`src/hdl/txrx_pkg.sv`:
```
/*
  Shared constants and types of the serial transceiver datapath: register offsets,
  field positions, reset values, frame-length codes, state enums and carrier structs.
  Assumes an 8-bit register port with a 2-bit word address.
*/
package txrx_pkg;

  // ==========================================================================
  // register port
  localparam int ADDR_W = 2;
  localparam int DATA_W = 8;
  localparam logic [ADDR_W-1:0] OFS_DATA = 2'h0;
  localparam logic [ADDR_W-1:0] OFS_CSA = 2'h1;
  localparam logic [ADDR_W-1:0] OFS_CSB = 2'h2;
  localparam logic [ADDR_W-1:0] OFS_CSC = 2'h3;

  // ==========================================================================
  // field positions
  localparam int A_RXC = 7;
  localparam int A_TXC = 6;
  localparam int A_UDRE = 5;
  localparam int A_FE = 4;
  localparam int A_DOR = 3;
  localparam int A_UPE = 2;
  localparam int B_TXCIE = 6;
  localparam int B_UDRIE = 5;
  localparam int B_RXEN = 4;
  localparam int B_TXEN = 3;
  localparam int B_SZ2 = 2;
  localparam int B_RX9 = 1;
  localparam int B_TX9 = 0;
  localparam int C_SYNC = 6;
  localparam int C_PAR_HI = 5;
  localparam int C_PAR_LO = 4;
  localparam int C_STOP2 = 3;
  localparam int C_SZ_HI = 2;
  localparam int C_SZ_LO = 1;

  // ==========================================================================
  // reset values and counts
  localparam logic [DATA_W-1:0] CSB_RST = 8'h00;
  localparam logic [DATA_W-1:0] CSC_RST = 8'h06;
  localparam logic SYNC_RST = 1'b1;
  localparam logic [2:0] SZ_NINE = 3'h7;
  localparam logic [2:0] SZ_LAST_SHORT = 3'h3;
  localparam logic [3:0] LEN_NINE = 4'h9;
  localparam logic [3:0] LEN_EIGHT = 4'h8;
  localparam logic [3:0] LEN_MIN = 4'h5;

  // ==========================================================================
  // types
  typedef struct packed {
    logic [ADDR_W-1:0] addr;
    logic [DATA_W-1:0] wdata;
    logic wr;
    logic rd;
  } bus_req_t;

  typedef struct packed {
    logic ninth;
    logic fe;
    logic dor;
    logic upe;
    logic [DATA_W-1:0] data;
  } rx_entry_t;

  typedef enum logic [2:0] {TX_IDLE, TX_START, TX_DATA, TX_PAR, TX_STOP} tx_state_t;
  typedef enum logic [1:0] {RX_IDLE, RX_DATA, RX_PAR, RX_STOP} rx_state_t;

endpackage

```
`src/hdl/sync2.sv`:
```
/*
  Two-flop synchroniser for one level coming from a pin.
  Assumes the reset value is the idle level of the line.
*/
module sync2
  import txrx_pkg::*;
(
  input wire logic clk, // system clock
  input wire logic rst, // synchronous reset
  input wire logic d, // asynchronous level
  output logic q // synchronised level
);
  logic meta_q;
  logic sync_q;

  always_ff @(posedge clk)
  begin
    if (rst)
    begin
      meta_q <= SYNC_RST;
      sync_q <= SYNC_RST;
    end
    else
    begin
      meta_q <= d;
      sync_q <= meta_q;
    end
  end

  assign q = sync_q;
endmodule // sync2

```
`src/hdl/rx_fifo.sv`:
```
/*
  Receive buffer: a small FIFO of received frames with their status bits.
  Assumes push is ignored when full and pop ignored when empty.
*/
module rx_fifo
  import txrx_pkg::*;
#(
  parameter int DEPTH = 2
)
(
  input wire logic clk, // system clock
  input wire logic rst, // synchronous reset
  input wire logic flush, // empties the buffer
  input wire logic push, // store one frame
  input wire rx_entry_t wentry, // frame to store
  input wire logic pop, // advance to next frame
  output rx_entry_t head, // oldest unread frame
  output logic empty, // no unread frame
  output logic full // no room left
);
  localparam int PW = (DEPTH > 1) ? $clog2(DEPTH) : 1;
  localparam logic [PW-1:0] LAST = PW'(DEPTH - 1);
  localparam logic [PW:0] CNT_FULL = (PW + 1)'(DEPTH);

  rx_entry_t mem_q [DEPTH];
  rx_entry_t mem_d [DEPTH];
  logic [PW-1:0] wp_q, wp_d, rp_q, rp_d;
  logic [PW:0] cnt_q, cnt_d;
  logic do_push, do_pop;

  assign empty = (cnt_q == '0);
  assign full = (cnt_q == CNT_FULL);
  assign head = mem_q[rp_q];

  always_comb
  begin
    mem_d = mem_q;
    wp_d = wp_q;
    rp_d = rp_q;
    cnt_d = cnt_q;
    do_push = push && !full;
    do_pop = pop && !empty;
    if (do_push)
    begin
      mem_d[wp_q] = wentry;
      wp_d = (wp_q == LAST) ? '0 : wp_q + 1'b1;
    end
    if (do_pop)
      rp_d = (rp_q == LAST) ? '0 : rp_q + 1'b1;
    if (do_push && !do_pop)
      cnt_d = cnt_q + 1'b1;
    else if (do_pop && !do_push)
      cnt_d = cnt_q - 1'b1;
    if (flush)
    begin
      wp_d = '0;
      rp_d = '0;
      cnt_d = '0;
    end
  end

  always_ff @(posedge clk)
  begin
    if (rst)
    begin
      wp_q <= '0;
      rp_q <= '0;
      cnt_q <= '0;
      for (int i = 0; i < DEPTH; i++)
        mem_q[i] <= '0;
    end
    else
    begin
      wp_q <= wp_d;
      rp_q <= rp_d;
      cnt_q <= cnt_d;
      mem_q <= mem_d;
    end
  end
endmodule // rx_fifo

```
`src/hdl/serial_txrx_flags_datapath.sv`:
```
/*
  Transmit and receive datapath of a serial transceiver with its flag registers.
  Assumes bit_tick comes from a baud unit on core_clk, one pulse per bit period,
  placed mid-bit for reception; in sync mode both sides step on the transfer clock pin.
*/
// How it works
// - buffer-empty flag is high exactly while the transmit buffer holds nothing
// - buffer-empty interrupt requested while flag, its enable and global enable are set
// - writing the data location clears the buffer-empty flag
// - transmit-complete sets when the last stop bit ends and buffer is empty
// - transmit-complete clears when its interrupt is taken
// - writing one clears transmit-complete; writing zero keeps it
// - transmit-complete interrupt raised while flag, enable and global enable are set
// - parity bit sent after last data bit when upper parity bit is one
// - clearing transmit enable waits until buffer and shifter are empty
// - once truly disabled the transmit pin returns to port use
// - receiver enable takes over the receive pin
// - sync mode samples received bits on the transfer clock pin
// - frame begins on a valid start bit, bits shifted until first stop
// - a second stop bit is ignored by the receiver
// - on first stop bit the frame moves into the receive buffer
// - unused upper data bits read as zero for short characters
// - ninth bit and error flags buffered per frame, advanced on data read
// - frame is low start, data lsb first, optional parity, high stops
// - shifter loads when idle or right after the previous last stop bit
// - parity is xor of data bits, inverted for odd parity
module serial_txrx_flags_datapath
  import txrx_pkg::*;
#(
  parameter int RX_DEPTH = 2
)
(
  input wire logic core_clk, // system clock, 20 MHz
  input wire logic rst, // synchronous reset, active high
  input wire bus_req_t bus_req, // register address, data and strobes
  output logic [DATA_W-1:0] rdata, // read data, the cycle after a read strobe
  input wire logic bit_tick, // one-cycle pulse per bit period
  input wire logic global_irq_en, // global interrupt enable
  input wire logic txc_irq_taken, // pulse: transmit-complete interrupt executed
  output logic tx_empty_irq, // buffer-empty interrupt request
  output logic tx_complete_irq, // transmit-complete interrupt request
  output logic txd_o, // transmit pin level
  output logic txd_oe, // transmitter owns the transmit pin
  input wire logic rxd_i, // receive pin
  input wire logic xck_i, // sync_transfer_clock_pin
  output logic rx_pin_owned // receiver owns the receive pin
);
  // ==========================================================================
  // pins and step strobes
  logic rxd_s, xck_s, xck_prev_q;
  logic tx_step, rx_step;

  sync2 u_rxd_sync (.clk(core_clk), .rst(rst), .d(rxd_i), .q(rxd_s));
  sync2 u_xck_sync (.clk(core_clk), .rst(rst), .d(xck_i), .q(xck_s));

  // ==========================================================================
  // control registers
  logic [DATA_W-1:0] csb_q, csb_d, csc_q, csc_d;
  logic wr_data, wr_csa, wr_csb, wr_csc, rd_data;
  logic sync_mode, par_en, par_odd;
  logic [2:0] size_code;
  logic [3:0] len;
  logic [8:0] len_mask;

  function automatic logic [3:0] char_len(input logic [2:0] sz);
    if (sz == SZ_NINE)
      char_len = LEN_NINE;
    else if (sz > SZ_LAST_SHORT)
      char_len = LEN_EIGHT;
    else
      char_len = LEN_MIN + {1'b0, sz};
  endfunction

  assign wr_data = bus_req.wr && bus_req.addr == OFS_DATA;
  assign wr_csa = bus_req.wr && bus_req.addr == OFS_CSA;
  assign wr_csb = bus_req.wr && bus_req.addr == OFS_CSB;
  assign wr_csc = bus_req.wr && bus_req.addr == OFS_CSC;
  assign rd_data = bus_req.rd && bus_req.addr == OFS_DATA;
  assign sync_mode = csc_q[C_SYNC];
  assign par_en = csc_q[C_PAR_HI];
  assign par_odd = csc_q[C_PAR_LO];
  assign size_code = {csb_q[B_SZ2], csc_q[C_SZ_HI:C_SZ_LO]};
  assign len = char_len(size_code);
  assign len_mask = 9'((10'h001 << len) - 10'h001);
  // in sync mode transmit changes on falling, receive samples on rising edge
  assign tx_step = sync_mode ? (xck_prev_q && !xck_s) : bit_tick;
  assign rx_step = sync_mode ? (!xck_prev_q && xck_s) : bit_tick;

  always_comb
  begin
    csb_d = csb_q;
    csc_d = csc_q;
    if (wr_csb)
      csb_d = {bus_req.wdata[7:2], 1'b0, bus_req.wdata[B_TX9]};
    if (wr_csc)
      csc_d = bus_req.wdata;
  end

  always_ff @(posedge core_clk)
  begin
    if (rst)
    begin
      csb_q <= CSB_RST;
      csc_q <= CSC_RST;
      xck_prev_q <= SYNC_RST;
    end
    else
    begin
      csb_q <= csb_d;
      csc_q <= csc_d;
      xck_prev_q <= xck_s;
    end
  end

  // ==========================================================================
  // transmitter
  tx_state_t tx_state_q, tx_state_d;
  logic [3:0] tx_cnt_q, tx_cnt_d, tx_nxt;
  logic [8:0] tx_buf_q, tx_buf_d, tx_data_q, tx_data_d;
  logic tx_full_q, tx_full_d, tx_act_q, tx_act_d, txd_q, txd_d;
  logic txc_q, txc_d, txc_set, tx_load, tx_par_bit;
  logic udre_irq_q, udre_irq_d, txc_irq_q, txc_irq_d;

  assign tx_nxt = tx_cnt_q + 4'h1;
  assign tx_par_bit = ^(tx_data_q & len_mask) ^ par_odd;

  always_comb
  begin
    tx_state_d = tx_state_q;
    tx_cnt_d = tx_cnt_q;
    tx_data_d = tx_data_q;
    txd_d = txd_q;
    txc_set = 1'b0;
    tx_load = 1'b0;
    case (tx_state_q)
      TX_IDLE:
        tx_load = tx_full_q && tx_act_q;
      TX_START:
        if (tx_step)
        begin
          tx_state_d = (tx_cnt_q == 4'h0) ? TX_DATA : TX_START;
          tx_cnt_d = '0;
          txd_d = (tx_cnt_q == 4'h0) ? tx_data_q[0] : 1'b0;
        end
      TX_DATA:
        if (tx_step)
        begin
          if (tx_nxt == len)
          begin
            tx_cnt_d = '0;
            tx_state_d = par_en ? TX_PAR : TX_STOP;
            txd_d = par_en ? tx_par_bit : 1'b1;
          end
          else
          begin
            tx_cnt_d = tx_nxt;
            txd_d = tx_data_q[tx_nxt];
          end
        end
      TX_PAR:
        if (tx_step)
        begin
          tx_state_d = TX_STOP;
          txd_d = 1'b1;
        end
      TX_STOP:
        if (tx_step)
        begin
          if (tx_cnt_q == {3'h0, csc_q[C_STOP2]})
          begin
            tx_load = tx_full_q && tx_act_q;
            txc_set = !tx_full_q;
            tx_state_d = TX_IDLE;
          end
          else
            tx_cnt_d = tx_nxt;
        end
      default:
        tx_state_d = TX_IDLE;
    endcase
    if (tx_load)
    begin
      tx_data_d = tx_buf_q;
      tx_state_d = TX_START;
      // from idle the line stays high until the next step, so the start bit is whole
      tx_cnt_d = {3'h0, tx_state_q == TX_IDLE};
      txd_d = (tx_state_q == TX_IDLE);
    end
    // a write in the load cycle is kept: the old character leaves, the new one waits
    tx_buf_d = wr_data ? {csb_q[B_TX9], bus_req.wdata} : tx_buf_q;
    tx_full_d = wr_data || (tx_full_q && !tx_load);
    // enable falls only once buffer and shifter are drained
    tx_act_d = csb_q[B_TXEN] || (tx_act_q && (tx_full_q || tx_state_q != TX_IDLE));
    // set wins over both clears
    txc_d = txc_set || (txc_q && !txc_irq_taken && !(wr_csa && bus_req.wdata[A_TXC]));
    udre_irq_d = csb_q[B_UDRIE] && global_irq_en && !tx_full_q;
    txc_irq_d = csb_q[B_TXCIE] && global_irq_en && txc_q && !txc_irq_taken;
  end

  always_ff @(posedge core_clk)
  begin
    if (rst)
    begin
      tx_state_q <= TX_IDLE;
      tx_cnt_q <= '0;
      tx_buf_q <= '0;
      tx_data_q <= '0;
      tx_full_q <= 1'b0;
      tx_act_q <= 1'b0;
      txd_q <= 1'b1;
      txc_q <= 1'b0;
      udre_irq_q <= 1'b0;
      txc_irq_q <= 1'b0;
    end
    else
    begin
      tx_state_q <= tx_state_d;
      tx_cnt_q <= tx_cnt_d;
      tx_buf_q <= tx_buf_d;
      tx_data_q <= tx_data_d;
      tx_full_q <= tx_full_d;
      tx_act_q <= tx_act_d;
      txd_q <= txd_d;
      txc_q <= txc_d;
      udre_irq_q <= udre_irq_d;
      txc_irq_q <= txc_irq_d;
    end
  end

  // ==========================================================================
  // receiver
  rx_state_t rx_state_q, rx_state_d;
  logic [3:0] rx_cnt_q, rx_cnt_d;
  logic [8:0] rx_sh_q, rx_sh_d;
  logic rx_upe_q, rx_upe_d, dor_pend_q, dor_pend_d, rx_en_q;
  logic rx_push, rx_full, rx_empty, rx_pop;
  rx_entry_t rx_new, rx_head;

  assign rx_pop = rd_data && !rx_empty;

  always_comb
  begin
    rx_state_d = rx_state_q;
    rx_cnt_d = rx_cnt_q;
    rx_sh_d = rx_sh_q;
    rx_upe_d = rx_upe_q;
    rx_push = 1'b0;
    rx_new = '0;
    dor_pend_d = dor_pend_q;
    case (rx_state_q)
      RX_IDLE:
        if (rx_step && !rxd_s)
        begin
          rx_state_d = RX_DATA;
          rx_cnt_d = '0;
          rx_sh_d = '0;
          rx_upe_d = 1'b0;
        end
      RX_DATA:
        if (rx_step)
        begin
          rx_sh_d[rx_cnt_q] = rxd_s;
          rx_cnt_d = rx_cnt_q + 4'h1;
          if (rx_cnt_q + 4'h1 == len)
            rx_state_d = par_en ? RX_PAR : RX_STOP;
        end
      RX_PAR:
        if (rx_step)
        begin
          rx_upe_d = rxd_s ^ (^rx_sh_q) ^ par_odd;
          rx_state_d = RX_STOP;
        end
      RX_STOP:
        if (rx_step)
        begin
          // back to idle at once: a second stop bit is just idle line
          rx_state_d = RX_IDLE;
          rx_push = !rx_full;
          dor_pend_d = rx_full;
          rx_new = '{ninth: rx_sh_q[8], fe: !rxd_s, dor: dor_pend_q, upe: rx_upe_q,
                     data: rx_sh_q[7:0]};
        end
      default:
        rx_state_d = RX_IDLE;
    endcase
    if (!csb_q[B_RXEN])
    begin
      rx_state_d = RX_IDLE;
      dor_pend_d = 1'b0;
    end
  end

  always_ff @(posedge core_clk)
  begin
    if (rst)
    begin
      rx_state_q <= RX_IDLE;
      rx_cnt_q <= '0;
      rx_sh_q <= '0;
      rx_upe_q <= 1'b0;
      dor_pend_q <= 1'b0;
      rx_en_q <= 1'b0;
    end
    else
    begin
      rx_state_q <= rx_state_d;
      rx_cnt_q <= rx_cnt_d;
      rx_sh_q <= rx_sh_d;
      rx_upe_q <= rx_upe_d;
      dor_pend_q <= dor_pend_d;
      rx_en_q <= csb_q[B_RXEN];
    end
  end

  rx_fifo #(.DEPTH(RX_DEPTH)) u_rx_fifo (
    .clk(core_clk),
    .rst(rst),
    .flush(!csb_q[B_RXEN]),
    .push(rx_push),
    .wentry(rx_new),
    .pop(rx_pop),
    .head(rx_head),
    .empty(rx_empty),
    .full(rx_full)
  );

  // ==========================================================================
  // read port
  logic [DATA_W-1:0] rdata_q, rdata_d;
  rx_entry_t shown;

  always_comb
  begin
    shown = rx_empty ? '0 : rx_head;
    rdata_d = '0;
    if (bus_req.rd)
      case (bus_req.addr)
        OFS_DATA: rdata_d = shown.data;
        OFS_CSA: rdata_d = {!rx_empty, txc_q, !tx_full_q, shown.fe, shown.dor, shown.upe,
                            2'b00};
        OFS_CSB: rdata_d = {csb_q[7:2], shown.ninth, csb_q[B_TX9]};
        OFS_CSC: rdata_d = csc_q;
        default: rdata_d = '0;
      endcase
  end

  always_ff @(posedge core_clk)
  begin
    if (rst)
      rdata_q <= '0;
    else
      rdata_q <= rdata_d;
  end

  assign rdata = rdata_q;
  assign tx_empty_irq = udre_irq_q;
  assign tx_complete_irq = txc_irq_q;
  assign txd_o = txd_q;
  assign txd_oe = tx_act_q;
  assign rx_pin_owned = rx_en_q;
endmodule // serial_txrx_flags_datapath

```
`config.mk`:
```
export PLATFORM = sky130hd
export DESIGN_NAME = serial_txrx_flags_datapath
export DESIGN_NICKNAME = d
export VERILOG_FILES = /design/src/hdl/txrx_pkg.sv /design/src/hdl/sync2.sv /design/src/hdl/rx_fifo.sv /design/src/hdl/serial_txrx_flags_datapath.sv
export SDC_FILE = /design/constraint.sdc
export NUM_CORES = 1
export LEC_CHECK = 0
export BUFFER_PORTS_ARGS = -buffer_cell sky130_fd_sc_hd__buf_2
export CELL_PAD_IN_SITES_DETAIL_PLACEMENT = 1
export CELL_PAD_IN_SITES_GLOBAL_PLACEMENT = 2
export CORE_MARGIN = 2
export CORE_UTILIZATION = 30
export DETAILED_ROUTE_END_ITERATION = 7
export GPL_TIMING_DRIVEN = 1
export PLACE_DENSITY_LB_ADDON = 0.1
export SYNTH_ARGS = -nofsm -noshare
export SYNTH_HDL_FRONTEND = slang
export SYNTH_SLANG_ARGS = --single-unit
```
`constraint.sdc`:
```
create_clock -name core_clk -period 8.85 [get_ports core_clk]
set_clock_uncertainty 0.2 [all_clocks]
set_input_delay 0.885 -clock core_clk [delete_from_list [all_inputs] [get_ports core_clk]]
set_output_delay 0.885 -clock core_clk [all_outputs]
set_load 0.02 [all_outputs]
```
---- Word-level counts from Yosys, hierarchy flattened ----
Cells that the tools add are included.
storage, ports and cells
  bits in writable memories ............... 0
  ROM bits ................................ 0
  word-level logic and storage cells ...... 238
  input bits .............................. 19
  memories kept ........................... 0
  latch bits .............................. 0
  register bits ........................... 105
  output and inout port bits .............. 13
operators by class
  bitwise operators ....................... 9
  magnitude comparators ................... 7
  div/mod/pow operators ................... 0
  equal/unequal tests ..................... 35
  reductions and logical operators ........ 67
  muxes and demuxes ....................... 72
  multipliers ............................. 0
  $add $sub $neg .......................... 8
  shift operators ......................... 1
operators with widths
  operator             number
  $mux 12              7
  $mux 4               9
  $pmux 8 s4           1
  $logic_and 1x1->1    26
  $ne 2x2->1 const B   13
  $mux 1               25
  $bwmux 24            1
  $mux 3               7
  $ne 3x3->1 const B   7
  $mux 9               2
  $pmux 9 s2           1
  $reduce_xor 9->1     2
  $mux 2               8
  $pmux 3 s5           1
  $reduce_and 5->1     3
  $reduce_and 7->1     2
  $demux 12 s1         1
  $pmux 4 s3           1
  $logic_not 1->1      11
  $eq 2x2->1 const B   5
  $lt 4x5->1 const B   2
  $and 9x9->9          1
  $bwmux 9             1
  $shl 1x4->9 const A  1
  other kinds (36)     61

---- Depth between registers and ports, before layout ----
  depth after elaboration ................. 13
  depth in mapped cells ................... 15
  depth with buffers taken out ............ 13

---- Hierarchy ----
Synthesis repeated with hierarchy kept, for this count alone.
second synthesis, totals
  cells, all modules ...................... 655
  area total of the unflattened synthesis .. 5659.2 µm²
modules (own cells, without submodules)
  module                      area each (µm²)  cells an instance  times used  seq. area each (µm²)
  serial_txrx_flags_datapath  4181.5           504                1           1461.4
  rx_fifo                     1372.6           143                1           560.5
  sync2                       52.6             4                  2           40.0

---- Least setup slack after synthesis ----
No wires, ideal clock.
  path kind ............................... register to register
  start ................................... register csc_q[2]
  end ..................................... register txd_q, in the netlist txd_o
  required time ........................... 8520 ps
  data arrival time ....................... 3078 ps
  path buffers ............................ 2
  cell stages (with the launch flop) ...... 14
  library setup time ...................... 130 ps
  clock period less this slack ............ 3408 ps
  path slack .............................. 5442 ps
  path through ............................ dfxtp_1 > ha_1 > ha_1 > clkbuf_2 > or2_2 > or2_2 > ha_1 > buf_2 > nor3_2 > o21ai_0 > a21boi_0 > xnor3_1 > nor3b_1 > a211oi_2
between the ends
  word-level cells in the longest chain between the ends .. 13
  elaborated cells on any way between the ends .. 16
  those cells by class .................... add/sub: 2; order compare: 1; eq/ne: 2; shift: 1; mux: 7; bitwise: 2; reduce/logical: 1
RTL lines
  what                                              RTL line                                                            source
  start, declared                                   serial_txrx_flags_datapath.sv:58                                    logic [DATA_W-1:0] csb_q, csb_d, csc_q, csc_d;
  start signal, assigned                            serial_txrx_flags_datapath.sv:110                                   csc_q <= csc_d;
  $add 3x3->4 / $gt 3x2->1 (equally long branches)  serial_txrx_flags_datapath.sv:71, serial_txrx_flags_datapath.sv:68
  $mux 4                                            serial_txrx_flags_datapath.sv:68                                    else if (sz > SZ_LAST_SHORT)
  $mux 4 *                                          serial_txrx_flags_datapath.sv:66                                    if (sz == SZ_NINE)
  $shl 1x4->9                                       serial_txrx_flags_datapath.sv:84                                    assign len_mask = 9'((10'h001 << len) - 10'h001);
  $sub 9x1->9                                       serial_txrx_flags_datapath.sv:84
  $and 9x9->9                                       serial_txrx_flags_datapath.sv:125                                   assign tx_par_bit = ^(tx_data_q & len_mask) ^ par_odd;
  $reduce_xor 9->1                                  serial_txrx_flags_datapath.sv:125
  $xor 1x1->1                                       serial_txrx_flags_datapath.sv:125
  $mux 1                                            serial_txrx_flags_datapath.sv:152                                   txd_d = par_en ? tx_par_bit : 1'b1;
  $mux 1 *                                          serial_txrx_flags_datapath.sv:148                                   if (tx_nxt == len)
  $mux 1 *                                          serial_txrx_flags_datapath.sv:146                                   if (tx_step)
  $pmux 1 s3 *                                      serial_txrx_flags_datapath.sv:135                                   case (tx_state_q)
  $mux 1 *                                          serial_txrx_flags_datapath.sv:181                                   if (tx_load)
  end signal, assigned                              serial_txrx_flags_datapath.sv:223                                   txd_q <= txd_d;
  end, declared                                     serial_txrx_flags_datapath.sv:120                                   logic tx_full_q, tx_full_d, tx_act_q, tx_act_d, txd_q, txd_d;
Mark *: on every way between the ends. The rest lies on a longest branch, timed or not. The select of a mux whose other input is x is not followed.
A chain may end at the register's enable or synchronous reset.

---- Worst setup path in the final report ----
  start ................................... register csc_q[1]
  end ..................................... register txd_q, in the netlist txd_o
Same word-level chain as after synthesis.

==> qor.yml <==
finish:
  fin_util_pct: 34.3
  fin_nets: 692
  layout_commonest_cell: "nand2_1"
  fillers: 2112
  antenna_cells: 0
  layout_common_cells: "nand2_1 (115), dfxtp_1 (105), a21oi_1 (77)"
  regArea_sq_um: 2100
  drive_above_1_share_pct: 13.0
  fin_cells: 888
  multi_input_comb_area_sq_um: 3070
  areaGrowthSynthToFinish_pct: 11.1
clocking:
  cts-root-buf: "clkbuf_16"
  cts_resized: 0
  clk_path_buf_depth: 2
  cts_tree: "yes"
  ctsHoldBuffers: 0
  cts.htree.levels: 3
  clkLatencyLatePin_ns: 0.36
  cts_buffers: 9
  cts.sinks: 105
  post_cts_buffers: 0
  path_clk_slew_ns: 0.07
setup_path:
  criticalPathCategory: "flip-flop to flip-flop"
  reg2reg_depth: 12
  rrSetupSlack_ns: 5.02
  crit_start: "csc_q[1]$_SDFFE_PP1P_"
  required_ns: 8.93
  startpoint_type: "flip-flop"
  cp-end-kind: "flip-flop"
  critPathArrivalTime_ns: 3.91
  rr_startpoint: "csc_q[1]$_SDFFE_PP1P_"
  crit_fanout: 12
power:
  vdd_drop_max_v: 0.0000964
  p_leak_uw: 0.00215
  seqPwrFrac_pct: 49.1
  p_comb_share_pct: 7.4
  intPower_uw: 735
  p_per_area_nw_per_um2: 165
  p_switching_uw: 250
  pwr-share-clk_pct: 43.5
  p_sw_share_pct: 25.4
sta:
  fmax_mhz: 261
  period_needed_ns: 3.83
  setup_viol: 0
  min_period_over_period_pct: 43.2
  worst_hold_slack_ns: 0.212
  tns_ns: 0
  relSlewSlack_pct: 33.2
  rsz0062_at_grt: "no"
  hold_violations: 0
  drv_slew: 0
  worst_pin_slew_ns: 0.999
placement:
  post-place-cells: 872
  gp_congestion: 0.790
  portBuffers: 31
  dp_hpwl_um: 12000
logic_synthesis:
  synth-seq-cells: 105
  yosys_warnings: 0
  synth_flop_cell: "dfxtp_1"
  ys_seq_area_share_pct: 39.1
  synth_cell_types: 61
  synth_edf_count: 0
  syn_area_per_cell_sq_um: 8.21
  synth_area_sq_um: 5380
  async_flop_share_pct: 0
  syn_inst: 655
  syn_nets: 689
hold_path:
  hold_class: "flip-flop to flip-flop"
  whs_path_depth: 1
  hold_start: "u_rxd_sync.meta_q$_SDFF_PP1_"
routing:
  avgViaCountPerCell: 5.14
  drtPass1Iterations: 4
  wl_per_cell_um: 18.5
  totalWireLength_um: 16400
  vias: 4562
  ant_nets: 0
  drc_errors: 0
  drtIter0Drc: 158
floorplanning:
  ios: 32
  core_sq_um: 17400
  initial_core_util_pct: 30.9
  dieHeight_um: 138
  die_area_sq_um: 19000
  row_count: 48
  die_w_um: 138
grt:
  met3_usage_pct: 2.19
  gr-usage-met1_pct: 23.8
  grt_max_degree: 67
  antenna_found_initial: 0
  grt_usage_pct: 18.4
  grt_pass1_wl_um: 26500
  top_usage_layer: "met2"
  overflow: 0
  use_met2_pct: 31.6
  grt_pass1_vias: 4786
run:
  drv_cap: 0
run_status:
  status: "finished, final reports clean"
==> final timing paths <==
check                                  to
setup / recovery       txd_o$_SDFFE_PP1P_
setup reg to reg       txd_o$_SDFFE_PP1P_
hold / removal    u_rxd_sync.q$_SDFF_PP1_
hold reg to reg   u_rxd_sync.q$_SDFF_PP1_
==> flip-flops by register name, summed over array words and instances (netlist names), 2 cells and up <==
signal	cells
csc_q	8
tx_buf_q	9
csb_q	7
u_rx_fifo.cnt_q	2
tx_cnt_q	4
tx_data_q	9
u_rx_fifo.mem_q	24
rx_cnt_q	4
rx_state_q	2
rdata	8
tx_state_q	3
rx_sh_q	9
==> per-layer routing <==
metal	wire length, um	up-vias	part of all wire, %
li1	-	2271	-
met1	7800	2232	48
met2	8000	42	49
met3	282	17	1.7
met4	339	0	2.1
met5	0	-	0
==> synthesized netlist by cell type, drive strengths merged, types with 10 or more instances <==
| cell type | instances | area [sq um] |
|---|---|---|
| a21oi | 78 | 390 |
| nor2 | 54 | 203 |
| or2 | 12 | 75.1 |
| nand2 | 115 | 432 |
| o21ai | 25 | 125 |
| inv | 15 | 56.3 |
| clkbuf | 33 | 125 |
| dfxtp | 105 | 2100 |
| ha | 15 | 188 |
| xor2 | 10 | 87.6 |
| nor2b | 15 | 93.8 |
| mux2i | 21 | 210 |
| a21boi | 10 | 75.1 |
| mux2 | 13 | 146 |
| xnor2 | 17 | 149 |
| nand3 | 16 | 80.1 |
==> power by group through the flow <==
stage	logic [uW]	registers, uW	clock network [uW]
3_3_place_gp	73.9	495	0
2_1_floorplan	51.2	493	0
4_1_cts	74.2	484	444
6_report	72.9	484	429
3_5_place_dp	73.9	495	0
5_1_grt	81.3	485	468
==> kinds of logic (layout without fill, tap and decap cells) <==
kind of cell | after synthesis | after routing | share of synthesized area [%]
AOI/OAI and AO/OA | 153 | 153 | 17.4
xor gates and xnor gates | 29 | 29 | 5.23
adders and majority gates | 15 | 15 | 3.49
buffers and inverters | 55 | 63 | 4.00
DFF | 105 | 105 | 39.1
muxes | 37 | 37 | 7.89
and+or+nand+nor | 261 | 261 | 22.9
==> critical path, stage by stage, from the launching register on <==
cell and delay, ns:
dfxtp_1 0.55, ha_1 0.29, ha_1 0.36, or2_2 0.38, or2_2 0.32, ha_1 0.34
or4_1 0.44, o21ai_0 0.16, a22o_1 0.14, nand2_1 0.06, xor2_1 0.15, and3_1 0.18
a211oi_2 0.17
==> per-stage QoR <==
step                      cell area [sq um]  setup slack, ns  power (uW)
after floorplan                        5380             5.44         544
after global placement                 5670             5.10         569
after detailed placement               5670             5.05         569
after CTS                              5980             5.02        1000
after global routing                   5980             4.80        1030
final                                  5980             5.02         985
==> area by class of cell <==
cell class	count	share of cell area, %
Tap cell	225	4.71
Multi-Input combinational cell	495	51.3
Clock inverter	6	1.19
Sequential cell	105	35.2
Inverter	15	0.942
Clock buffer	10	4.00
Timing Repair Buffer	32	2.72
(Power assumes the default switching activity.)
